===== src/inc/motion_map.svh =====
// register offsets, field positions, codes and timing counts of the motion-event engine
`ifndef MOTION_MAP_SVH
`define MOTION_MAP_SVH

// device registers as seen over the serial link (7-bit addresses)
`define A_STAGE_BASE   7'h00
`define A_STAGE_LAST   7'h07
`define A_CMD          7'h08
`define A_SENS         7'h09
`define A_FEAT         7'h0A
`define A_EVT          7'h0B
`define A_STEP_LO      7'h0C
`define A_STEP_MID     7'h0D
`define A_STEP_HI      7'h0E
`define A_CMD_STAT     7'h0F

// command codes and pass markers
`define CMD_PED_CFG    8'h0D
`define CMD_PED_RST    8'h0F
`define CMD_WAKE       8'h08
`define PASS_ONE       8'h01
`define PASS_TWO       8'h02

// field positions
`define SENS_ACCEL     0
`define SENS_GYRO      1
`define FEAT_PED_EN    4
`define FEAT_ROUTE     6
`define EVT_PED        4
`define EVT_WAKE       2
`define WAKE_LEVEL     7
`define WAKE_PIN       6

// reset value of every device register
`define REG_RESET      8'h00

// link framing: read flag, 7 address bits, 8 data bits
`define FRAME_LAST     5'd15
`define ADDR_LAST      5'd7
`define DATA_FIRST     5'd8

// controller registers on the AHB-Lite side (byte offsets)
`define HOFF_CMD       8'h00
`define HOFF_STAT      8'h04
`define HCMD_RD_BIT    16

// ref clock cycles per half link clock period
`define LINK_HALF_CYCLES 8

`endif


===== src/inc/motion_pkg.sv =====
// types shared by both ends of the motion-event link
package motion_pkg;

  typedef enum logic [1:0] {
    H_IDLE  = 2'b00,
    H_SHIFT = 2'b01,
    H_GAP   = 2'b10
  } host_state_t;

  // complete state of the device end
  typedef struct packed {
    logic [2:0]      clk_s;
    logic [1:0]      sel_s;
    logic [1:0]      mosi_s;
    logic [4:0]      bit_cnt;
    logic [15:0]     in_sh;
    logic [7:0]      out_sh;
    logic            miso;
    logic [7:0][7:0] stage;
    logic [7:0]      cmd;
    logic [7:0]      sens;
    logic [7:0]      feat;
    logic            ped_flag;
    logic            wake_flag;
    logic            cmd_done;
    logic [15:0]     window;
    logic [15:0]     swing;
    logic [15:0]     peak;
    logic [15:0]     timeout;
    logic [7:0]      min_time;
    logic [7:0]      entry;
    logic [7:0]      precision;
    logic [7:0]      upd;
    logic [23:0]     steps;
    logic [7:0]      since;
    logic            ped_pend;
    logic            ped_pin;
    logic [7:0]      wake_thr;
    logic [1:0]      wake_sel;
    logic [5:0]      blank;
    logic            wake_line;
    logic            pin_one;
    logic            pin_two;
  } dev_state_t;

  // complete state of the controller end
  typedef struct packed {
    host_state_t st;
    logic        ap_valid;
    logic        ap_write;
    logic [7:0]  ap_off;
    logic [31:0] hrdata;
    logic [7:0]  div;
    logic [4:0]  bits;
    logic        link_clk;
    logic        sel_n;
    logic        mosi;
    logic [15:0] tx;
    logic [7:0]  rx;
    logic [7:0]  rdata;
    logic [1:0]  miso_s;
    logic [1:0]  i1_s;
    logic [1:0]  i2_s;
  } host_st_t;

endpackage


===== src/inc/motion_link_if.sv =====
// serial register link and interrupt pins between controller and device
`timescale 1ns/1ps
interface motion_link_if;
  logic link_clk;
  logic sel_n;
  logic mosi;
  logic miso;
  logic interrupt_pin_one;
  logic interrupt_pin_two;

  modport ctrl (
    output link_clk,
    output sel_n,
    output mosi,
    input  miso,
    input  interrupt_pin_one,
    input  interrupt_pin_two
  );

  modport dev (
    input  link_clk,
    input  sel_n,
    input  mosi,
    output miso,
    output interrupt_pin_one,
    output interrupt_pin_two
  );
endinterface


===== src/verilog/motion_dev.sv =====
// device end: staging registers, command engine, step counter and motion wake
//
// Behaviour
// - pedometer load is two 0x0D passes, marker 1/2
// - host stages pass-specific parameter pairs beforehand
// - host loads parameters with sensors disabled
// - steps counted when pedometer and accel enabled
// - counting halts if either enable clears
// - one event per update-count steps
// - pedometer event sets status bit 4
// - route bit 6 picks pin one or two
// - pedometer pin pulse aligned to data ready
// - 24-bit total advances by update count
// - total wraps to zero past maximum
// - total clears on reset, enable rise, 0x0F
// - accel enable changes keep the total
// - command 0x08 sets threshold; zero disables
// - select field picks pin and start level
// - blanking count skips samples after enabling
// - motion wake sets status bit 2
// - status read clears flag, restores level
// - each wake event toggles the pin
// - wake mode persists until reprogrammed
// - nonzero threshold clears flag, sets pin
// - host exits wake with sensors off first
//
// The register addresses and the AHB-Lite register port are this design's own decisions.
`timescale 1ns/1ps
`include "motion_map.svh"
module motion_dev
  import motion_pkg::*;
(
  input  wire logic        ref_clk_i,
  input  wire logic        rst_i,
  motion_link_if.dev       lk,
  input  wire logic        sample_tick_i,
  input  wire logic        step_i,
  input  wire logic [7:0]  slope_i,
  output logic             step_run_o,
  output logic             accel_en_o,
  output logic             gyro_en_o,
  output logic [15:0]      ped_window_o,
  output logic [15:0]      ped_swing_o,
  output logic [15:0]      ped_peak_o,
  output logic [15:0]      ped_timeout_o,
  output logic [7:0]       ped_min_time_o,
  output logic [7:0]       ped_entry_o,
  output logic [7:0]       ped_precision_o,
  output logic [7:0]       ped_update_o
);

  dev_state_t r;
  dev_state_t n;

  // next-state logic for the whole device
  always_comb
  begin
    logic        rise;
    logic        fall;
    logic        evt_rd;
    logic        stat_rd;
    logic        wr;
    logic        run;
    logic        wake_on;
    logic [15:0] sh;
    logic [6:0]  addr;
    logic [7:0]  data;
    logic [7:0]  rv;
    logic [7:0]  upd_eff;
    n       = r;
    rise    = 1'b0;
    fall    = 1'b0;
    evt_rd  = 1'b0;
    stat_rd = 1'b0;
    wr      = 1'b0;
    sh      = {r.in_sh[14:0], r.mosi_s[1]};
    addr    = sh[14:8];
    data    = sh[7:0];
    rv      = 8'h00;
    run     = r.feat[`FEAT_PED_EN] & r.sens[`SENS_ACCEL];
    wake_on = (r.wake_thr != 8'h00);
    upd_eff = (r.upd == 8'h00) ? 8'h01 : r.upd;

    // pin synchronisers; edges are judged on the second and third stages only
    n.clk_s  = {r.clk_s[1:0], lk.link_clk};
    n.sel_s  = {r.sel_s[0], lk.sel_n};
    n.mosi_s = {r.mosi_s[0], lk.mosi};
    rise     = r.clk_s[1] & ~r.clk_s[2];
    fall     = ~r.clk_s[1] & r.clk_s[2];

    // read data chosen from the address just shifted in
    case (sh[6:0])
      `A_CMD:      rv = r.cmd;
      `A_SENS:     rv = r.sens;
      `A_FEAT:     rv = r.feat;
      `A_EVT:      rv = {3'b000, r.ped_flag, 1'b0, r.wake_flag, 2'b00};
      `A_STEP_LO:  rv = r.steps[7:0];
      `A_STEP_MID: rv = r.steps[15:8];
      `A_STEP_HI:  rv = r.steps[23:16];
      `A_CMD_STAT: rv = {7'h00, r.cmd_done};
      default:     rv = (sh[6:0] <= `A_STAGE_LAST) ? r.stage[sh[2:0]] : 8'h00;
    endcase

    // link framing: select high aborts; sample on rise, shift out on fall
    if (r.sel_s[1])
    begin
      n.bit_cnt = 5'd0;
      n.miso    = 1'b0;
    end
    else if (rise)
    begin
      n.in_sh   = sh;
      n.bit_cnt = r.bit_cnt + 5'd1;
      if (r.bit_cnt == `ADDR_LAST)
      begin
        n.out_sh = rv;
        evt_rd   = sh[7] && (sh[6:0] == `A_EVT);
        stat_rd  = sh[7] && (sh[6:0] == `A_CMD_STAT);
      end
      wr = (r.bit_cnt == `FRAME_LAST) && !sh[15];
    end
    else if (fall && (r.bit_cnt >= `DATA_FIRST))
    begin
      n.miso   = r.out_sh[7];
      n.out_sh = {r.out_sh[6:0], 1'b0};
    end

    // clears first, so that hardware sets below win in the same cycle
    if (evt_rd)
    begin
      n.wake_flag = 1'b0;
      n.ped_flag  = 1'b0;
      n.wake_line = r.wake_sel[1];
    end
    if (stat_rd)
      n.cmd_done = 1'b0;

    // register writes and command execution
    if (wr)
    begin
      case (addr)
        `A_CMD:
        begin
          n.cmd      = data;
          n.cmd_done = 1'b1;
          case (data)
            `CMD_PED_CFG:
            begin
              if (r.stage[7] == `PASS_ONE)
              begin
                n.window = {r.stage[1], r.stage[0]};
                n.swing  = {r.stage[3], r.stage[2]};
                n.peak   = {r.stage[5], r.stage[4]};
              end
              else if (r.stage[7] == `PASS_TWO)
              begin
                n.timeout   = {r.stage[1], r.stage[0]};
                n.min_time  = r.stage[2];
                n.entry     = r.stage[3];
                n.precision = r.stage[4];
                n.upd       = r.stage[5];
              end
            end
            `CMD_PED_RST:
            begin
              n.steps = 24'h000000;
              n.since = 8'h00;
            end
            `CMD_WAKE:
            begin
              n.wake_thr = r.stage[0];
              n.wake_sel = r.stage[1][`WAKE_LEVEL:`WAKE_PIN];
              n.blank    = r.stage[1][5:0];
              if (r.stage[0] != 8'h00)
              begin
                n.wake_flag = 1'b0;
                n.wake_line = r.stage[1][`WAKE_LEVEL];
              end
            end
            default:
            begin
              n.cmd = data;                            // unknown codes only complete
            end
          endcase
        end
        `A_SENS: n.sens = data;
        `A_FEAT:
        begin
          n.feat = data;
          if (!r.feat[`FEAT_PED_EN] && data[`FEAT_PED_EN])
          begin
            n.steps = 24'h000000;
            n.since = 8'h00;
          end
        end
        default:
        begin
          if (addr <= `A_STAGE_LAST)
            n.stage[addr[2:0]] = data;
        end
      endcase
    end

    // data-ready tick: pedometer pin follows the pending event for one sample
    if (sample_tick_i)
    begin
      n.ped_pin  = r.ped_pend;
      n.ped_pend = 1'b0;
      // wake detection sees only accelerometer samples
      if (wake_on && r.sens[`SENS_ACCEL])
      begin
        if (r.blank != 6'd0)
          n.blank = r.blank - 6'd1;
        else if (slope_i > r.wake_thr)
        begin
          n.wake_flag = 1'b1;
          n.wake_line = ~n.wake_line;
        end
      end
    end

    // step counting; the total only moves in whole update counts
    if (run && step_i)
    begin
      if ((r.since + 8'd1) >= upd_eff)
      begin
        n.steps    = n.steps + {16'h0000, upd_eff};
        n.since    = 8'h00;
        n.ped_pend = 1'b1;
        n.ped_flag = 1'b1;
      end
      else
        n.since = r.since + 8'd1;
    end

    // pins: wake mode owns its selected pin, the other keeps pedometer routing
    n.pin_one = (wake_on && !r.wake_sel[0]) ? r.wake_line : (r.feat[`FEAT_ROUTE] & r.ped_pin);
    n.pin_two = (wake_on && r.wake_sel[0]) ? r.wake_line : (~r.feat[`FEAT_ROUTE] & r.ped_pin);
  end

  // single state register; reset clears the total with everything else
  always_ff @(posedge ref_clk_i or posedge rst_i)
  begin
    if (rst_i)
      r <= '0;
    else
      r <= n;
  end

  // outputs straight from state
  assign lk.miso              = r.miso;
  assign lk.interrupt_pin_one = r.pin_one;
  assign lk.interrupt_pin_two = r.pin_two;
  assign step_run_o           = r.feat[`FEAT_PED_EN] & r.sens[`SENS_ACCEL];
  assign accel_en_o           = r.sens[`SENS_ACCEL];
  assign gyro_en_o            = r.sens[`SENS_GYRO];
  assign ped_window_o         = r.window;
  assign ped_swing_o          = r.swing;
  assign ped_peak_o           = r.peak;
  assign ped_timeout_o        = r.timeout;
  assign ped_min_time_o       = r.min_time;
  assign ped_entry_o          = r.entry;
  assign ped_precision_o      = r.precision;
  assign ped_update_o         = r.upd;

endmodule // motion_dev


===== src/flat_wrapper.sv =====
// flat-port wrapper written by rule: the top's interface ports become plain ports
module motion_dev_flat import motion_pkg::*;
  (ref_clk_i, rst_i, sample_tick_i, step_i, slope_i, step_run_o, accel_en_o, gyro_en_o, ped_window_o, ped_swing_o, ped_peak_o, ped_timeout_o, ped_min_time_o, ped_entry_o, ped_precision_o, ped_update_o, lk_link_clk, lk_sel_n, lk_mosi, lk_miso, lk_interrupt_pin_one, lk_interrupt_pin_two);
  motion_link_if lk_i ();
  input  wire logic ref_clk_i;
  input  wire logic rst_i;
  input  wire logic sample_tick_i;
  input  wire logic step_i;
  input  wire logic [7:0] slope_i;
  output logic step_run_o;
  output logic accel_en_o;
  output logic gyro_en_o;
  output logic [15:0] ped_window_o;
  output logic [15:0] ped_swing_o;
  output logic [15:0] ped_peak_o;
  output logic [15:0] ped_timeout_o;
  output logic [7:0] ped_min_time_o;
  output logic [7:0] ped_entry_o;
  output logic [7:0] ped_precision_o;
  output logic [7:0] ped_update_o;
  input wire logic [$bits(lk_i.link_clk)-1:0] lk_link_clk;
  input wire logic [$bits(lk_i.sel_n)-1:0] lk_sel_n;
  input wire logic [$bits(lk_i.mosi)-1:0] lk_mosi;
  output wire logic [$bits(lk_i.miso)-1:0] lk_miso;
  output wire logic [$bits(lk_i.interrupt_pin_one)-1:0] lk_interrupt_pin_one;
  output wire logic [$bits(lk_i.interrupt_pin_two)-1:0] lk_interrupt_pin_two;
  assign lk_i.link_clk = lk_link_clk;
  assign lk_i.sel_n = lk_sel_n;
  assign lk_i.mosi = lk_mosi;
  assign lk_miso = lk_i.miso;
  assign lk_interrupt_pin_one = lk_i.interrupt_pin_one;
  assign lk_interrupt_pin_two = lk_i.interrupt_pin_two;
  motion_dev u_core (.ref_clk_i(ref_clk_i), .rst_i(rst_i), .lk(lk_i), .sample_tick_i(sample_tick_i), .step_i(step_i), .slope_i(slope_i), .step_run_o(step_run_o), .accel_en_o(accel_en_o), .gyro_en_o(gyro_en_o), .ped_window_o(ped_window_o), .ped_swing_o(ped_swing_o), .ped_peak_o(ped_peak_o), .ped_timeout_o(ped_timeout_o), .ped_min_time_o(ped_min_time_o), .ped_entry_o(ped_entry_o), .ped_precision_o(ped_precision_o), .ped_update_o(ped_update_o));
endmodule

===== config.mk =====
export PLATFORM = sky130hd
export DESIGN_NAME = motion_dev_flat
export DESIGN_NICKNAME = d
export VERILOG_FILES = /design/src/inc/motion_pkg.sv /design/src/inc/motion_link_if.sv /design/src/verilog/motion_dev.sv /design/src/flat_wrapper.sv
export VERILOG_INCLUDE_DIRS = /design/src /design/src/inc
export SDC_FILE = /design/constraint.sdc
export NUM_CORES = 1
export LEC_CHECK = 0
export BUFFER_PORTS_ARGS = -buffer_cell sky130_fd_sc_hd__buf_2
export CORE_MARGIN = 4
export CORE_UTILIZATION = 60
export DETAILED_ROUTE_END_ITERATION = 16
export PLACE_DENSITY_LB_ADDON = 0.2
export SLEW_MARGIN = 5
export SYNTH_ARGS = -nofsm -noshare
export SYNTH_HDL_FRONTEND = slang
export SYNTH_SLANG_ARGS = --single-unit

===== constraint.sdc =====
create_clock -name ref_clk_i -period 13.1 [get_ports ref_clk_i]
set_clock_uncertainty 0.15 [all_clocks]
set_input_delay 2.62 -clock ref_clk_i [delete_from_list [all_inputs] [get_ports ref_clk_i]]
set_output_delay 2.62 -clock ref_clk_i [all_outputs]
set_load 0.01 [all_outputs]

[Word-level counts from Yosys, hierarchy flattened]
Index checks and enable logic that the tools add are counted.
Word-level totals
  register bits after elaboration: 277
  latch bits: 0
  RAM bits: 0
  bits in read-only memories: 0
  input bits: 15
  memories kept: 0
Cells by class
  $add $sub $neg: 4
  $mul: 0
  div/mod/pow operators: 0
  order comparisons: 8
  equal/unequal tests: 22
  shift-type cells: 0
  multiplexer cells: 59
  bitwise operators: 12
  reduce and logical (&&, ||, !) cells: 34
Operators by type and width (count)
  48-bit 2-to-1 mux: 3
  130-bit 2-to-1 mux: 1
  98-bit 2-to-1 mux: 1
  96-bit 2-to-1 mux: 1
  7-bit by 4-bit == test with 1-bit output (second input constant): 11
  64-bit bitwise mux: 1
  32-bit 2-to-1 mux: 2
  32-bit case mux with 2 select lines: 1
  8-bit case mux with 8 select lines: 1
  8-bit 2-to-1 mux: 7
  7-bit 2-to-1 mux: 5
  33-bit 2-to-1 mux: 1
  1-bit 2-to-1 mux: 26
  24-bit by 8-bit adder with 24-bit output: 1
  8-bit binary-select mux with 3-bit select: 1
  8-bit demux with 3-bit select: 1
  8-bit by 4-bit == test with 1-bit output (second input constant): 3
  24-bit 2-to-1 mux: 1
  21-bit 2-to-1 mux: 1
  8-bit nonzero test: 2
  7-bit by 3-bit <= comparator with 1-bit output (second input constant): 2
  1-bit logical AND: 10
  2-bit AND reduction: 5
  9-bit 2-to-1 mux: 1
  30 further kinds: 50

[Logic depth before layout (Yosys ltp)]
  word-level depth: 15
  gate-level depth with buffers: 16

[Worst setup path before layout]
No wires, ideal clock.
  kind: input -> register
  start: input sample_tick_i
  end: register u_core.r[6] in the netlist's numbering
  library setup time: 0.117 ns
  data arrival time: 3.837 ns
  data required time: 12.833 ns
  setup slack: 8.995 ns
  stages: 7
  path buffers: 1
  cell sequence: nand2_1 -> a21oi_1 -> nor2b_1 -> clkbuf_1 -> mux2_2 -> nor2_1 -> nor2_1
RTL lines
  start, declared: line flat_wrapper.sv:7  | input wire logic sample_tick_i;
  end signal, assigned: line motion_dev.sv:247  | r <= n;
  end, declared: line motion_dev.sv:52  | dev_state_t r;

==> metrics.md <==
| Metric | Value |
|---|---|
| Crit Path Category | `reg -> reg` |
| Clock-pin slew on the worst setup and hold paths | `0.06 ns` |
| Hold WC Path Type | `reg -> reg` |
| Max Root-Sink Buffers | `3` |
| Chip height | `160 um` |
| CTS resizes | `0` |
| Root Driver | `clkbuf_16` |
| FP Rows | `55` |
| Commonest cells after routing, fill and taps aside | `dfrtp_1, mux2_2, buf_2, nand2_1, nor2_1` |
| Final Setup Violations | `0` |
| Result of the run | `complete, no violations` |
| # nets final | `1,220` |
| Clk sinks | `276` |
| CTS tree | `built` |
| Hold-critical path depth | `0` |
| Post-Synth Simple-Gate Area | `0.114` |
| Req. time, crit path | `13.38 ns` |
| Reg2reg start | `u_core.r[265]$_DFFE_PP0P_` |
| Register area | `6910 um^2` |
| RR Endpoint | `u_core.r[43]$_DFF_PP0_` |
| Antenna violations before repair | `0` |
| Clock Latency Late Sink | `0.55 ns` |
| Multi-input gate area | `5740 um^2` |
| Post-synth net total | `1,218` |
| Starting Density | `0.609` |
| DRT Wirelength | `29,900 um` |
| DR vias | `8,726` |
| Post-DRT Antenna Nets | `0` |
| Hold_buf cts | `0` |
| Crit. End Element | `register` |
| DP HPWL | `20,100 um` |
| R2R cell count | `16` |
| Worst setup SP type | `register` |
| GRT Overall Usage | `0.232` |
| Unique masters post-synth | `68` |
| Fillers | `1,722` |
| Global-route wire length before repair | `48,400 um` |
| Compound-Gate Fraction of Synth Area | `0.0551` |
| Rel. slew slack | `0.284` |
| WHS Endpoint | `u_core.r[273]$_DFF_PP0_` |
| N_diodes | `0` |
| Ys async rst share | `1.00` |
| Mapped Area | `13,800 um^2` |
| Grt total ovfl | `0` |
| Number of flops mapped to enable cells by yosys | `0` |
| Crit Path Max Fanout | `35` |
| Overall power | `1.89 mW` |
| Initial drt markers | `526` |
| Cells after Synth | `1,172` |
| Initial DRT Pass Iterations | `4` |
| Worst vdd ir | `0.105 mV` |
| Post-Synth Adder-Cell Area | `0.0287` |
| Avg Inst Size Synth | `11.8 um^2` |
| Main combinational cell family by area after synthesis | `multiplexers` |
| Final Hold Viols | `0` |
| WP data arrival | `5.16 ns` |
| Worst setup margin | `8.22 ns` |
| Tightest Pin Transition | `1.07 ns` |
| Buffers on Ports | `116` |
| Placer congestion estimate | `0.856` |
| Design area | `14,800 um^2` |
| Commonest non-fill, non-tap cell in the layout | `dfrtp_1` |
| Reg2reg setup slack | `8.22 ns` |
| Part of the cycle the worst path needs | `0.373` |
| Pwr dens | `128 nW/um^2` |
| Share of cells above drive strength 1 | `0.338` |
| Fmax | `205 MHz` |
| Main synth FF type | `dfrtp_1` |
| Setup WS pre-CTS | `7.50 ns` |
| DRC Markers | `0` |
| Slew Limit Fails | `0` |
| Setup TNS | `0 ns` |
| Seq/Total Area, Yosys | `0.501` |
| Core area | `22,600 um^2` |
| Max-Cap Viols | `0` |
| Largest net degree at the start of global routing | `126` |
| Final Critical Period | `4.88 ns` |
| Die X | `160 um` |
| IO Count | `117` |
| Detailed-route wire length per cell | `20.2 um` |
| Placed Area | `13,800 um^2` |
| RSZ-0062 raised after global routing | `no` |
| Pleak | `7.55 nW` |
| Vias in the first global route | `8,907` |
| Post-CTS Setup Bufs | `0` |
| YS warnings | `0` |
| Synth-to-Final Area Change | `7.11%` |
| Post-synthesis mux area share | `0.208` |
| Vias/cell | `5.90` |
| Post-Synth XOR/XNOR Area | `0.0102` |
| Num CTS Buffers | `29` |
| Worst Hold Launch | `u_core.n[273]$_DFF_PP0_` |
| H-tree depth | `1` |
| FF+latch count, synth | `276` |
| Die ar. | `25,500 um^2` |
[metrics by stage]
| stage | hold slack (ns) | util | cells |
|---|---|---|---|
| 6_report | 0.199 | 0.653 | 1480 |
| 5_1_grt | 0.227 | 0.653 | 1480 |
| 4_1_cts | 0.203 | 0.653 | 1480 |
| 3_5_place_dp | 0.195 | 0.609 | 1428 |
| 3_3_place_gp | 0.189 | 0.609 | 1428 |
| 2_1_floorplan | 0.181 | - | 1172 |
[sequential cells by signal, summed over array words and instances, names as in the netlist]
register	flops
u_core.r	171
u_core.ped_peak_o	16
u_core.ped_swing_o	16
u_core.ped_timeout_o	16
u_core.ped_window_o	16
u_core.ped_entry_o	8
u_core.ped_min_time_o	8
u_core.ped_precision_o	8
u_core.ped_update_o	8
u_core.n	4
u_core.accel_en_o	1
u_core.gyro_en_o	1
u_core.lk.interrupt_pin_one	1
u_core.lk.interrupt_pin_two	1
u_core.lk.miso	1
[worst max path at each step]
stage                                    from                       endpoint  cells after the start
floorplan                               rst_i  u_core.accel_en_o$_DFFE_PP0P_                      1
global placement                        rst_i      u_core.r[249]$_DFFE_PP0P_                      4
detailed placement                      rst_i      u_core.r[249]$_DFFE_PP0P_                      4
CTS                                     rst_i      u_core.r[249]$_DFFE_PP0P_                      4
global route                            rst_i      u_core.r[249]$_DFFE_PP0P_                      4
finish              u_core.r[265]$_DFFE_PP0P_         u_core.r[43]$_DFF_PP0_                     16
[synthesized netlist by cell type, types with 5 or more instances]
master	n	area, um^2
dfrtp_1	276	6910
mux2_2	193	2170
nand2_1	112	420
buf_4	99	743
nor2_1	56	210
clkbuf_1	38	143
mux2i_1	31	310
ha_1	30	375
inv_1	29	109
o21ai_0	28	140
a21oi_1	22	110
nand2b_1	20	125
nand3_1	18	90.1
mux4_2	16	360
and2_1	15	93.8
nand4_1	12	75.1
nor3_1	11	55.1
xor2_1	11	96.3
buf_6	10	113
nor2b_1	10	62.6
nor4_1	10	62.6
a211oi_1	9	67.6
and3_1	9	56.3
o31ai_1	8	60.1
a22oi_1	7	52.6
a21o_1	6	45.0
buf_1	5	18.8
buf_2	5	25.0
o21a_1	5	37.5
o221ai_1	5	43.8
xnor2_1	5	43.8
[where the power goes]
group          switching, mW  total, mW  leakage (nW)  internal [mW]
Combinational         0.0857      0.132          3.33         0.0460
Sequential            0.0464      0.915          3.74          0.869
Clock                  0.338      0.841         0.486          0.504
Total                  0.470       1.89          7.55           1.42
[layer usage]
layer | global-route usage | up-vias | part of all wire
met5 | 0 | - | 0
met1 | 0.343 | 4440 | 0.47
met4 | 0.0540 | 0 | 0.018
met3 | 0.0408 | 45 | 0.048
met2 | 0.364 | 208 | 0.46
li1 | - | 4033 | -
[cell type report]
class | count | area share
Sequential cell | 276 | 0.468
Tap cell | 285 | 0.0241
Inverter | 29 | 0.00787
Timing Repair Buffer | 128 | 0.0454
Clock buffer | 39 | 0.0564
Clock inverter | 13 | 0.0103
Multi-Input combinational cell | 710 | 0.388
[cell families after synthesis]
kind of cell | after synthesis
compound gates | 116
xor+xnor | 16
fa+ha+maj | 31
buf+inv | 186
flops | 276
mux | 242
simple gates | 305
[worst max-delay path, cell delays in order (launching register included)]
cell and delay [ns]:
dfrtp_1 0.38, ha_1 0.19, and3_1 0.17, ha_1 0.16, nor4b_1 0.42, nand4_1 0.26, a2111o_1 0.75, and2_1 0.37
ha_1 0.20, inv_1 0.07, fa_1 0.21, nor2b_1 0.07, o31a_1 0.28, o21ai_1 0.57, nor4_1 0.17, xor2_1 0.17
and2_1 0.16
Note: power is estimated with default switching activity, not from simulation.
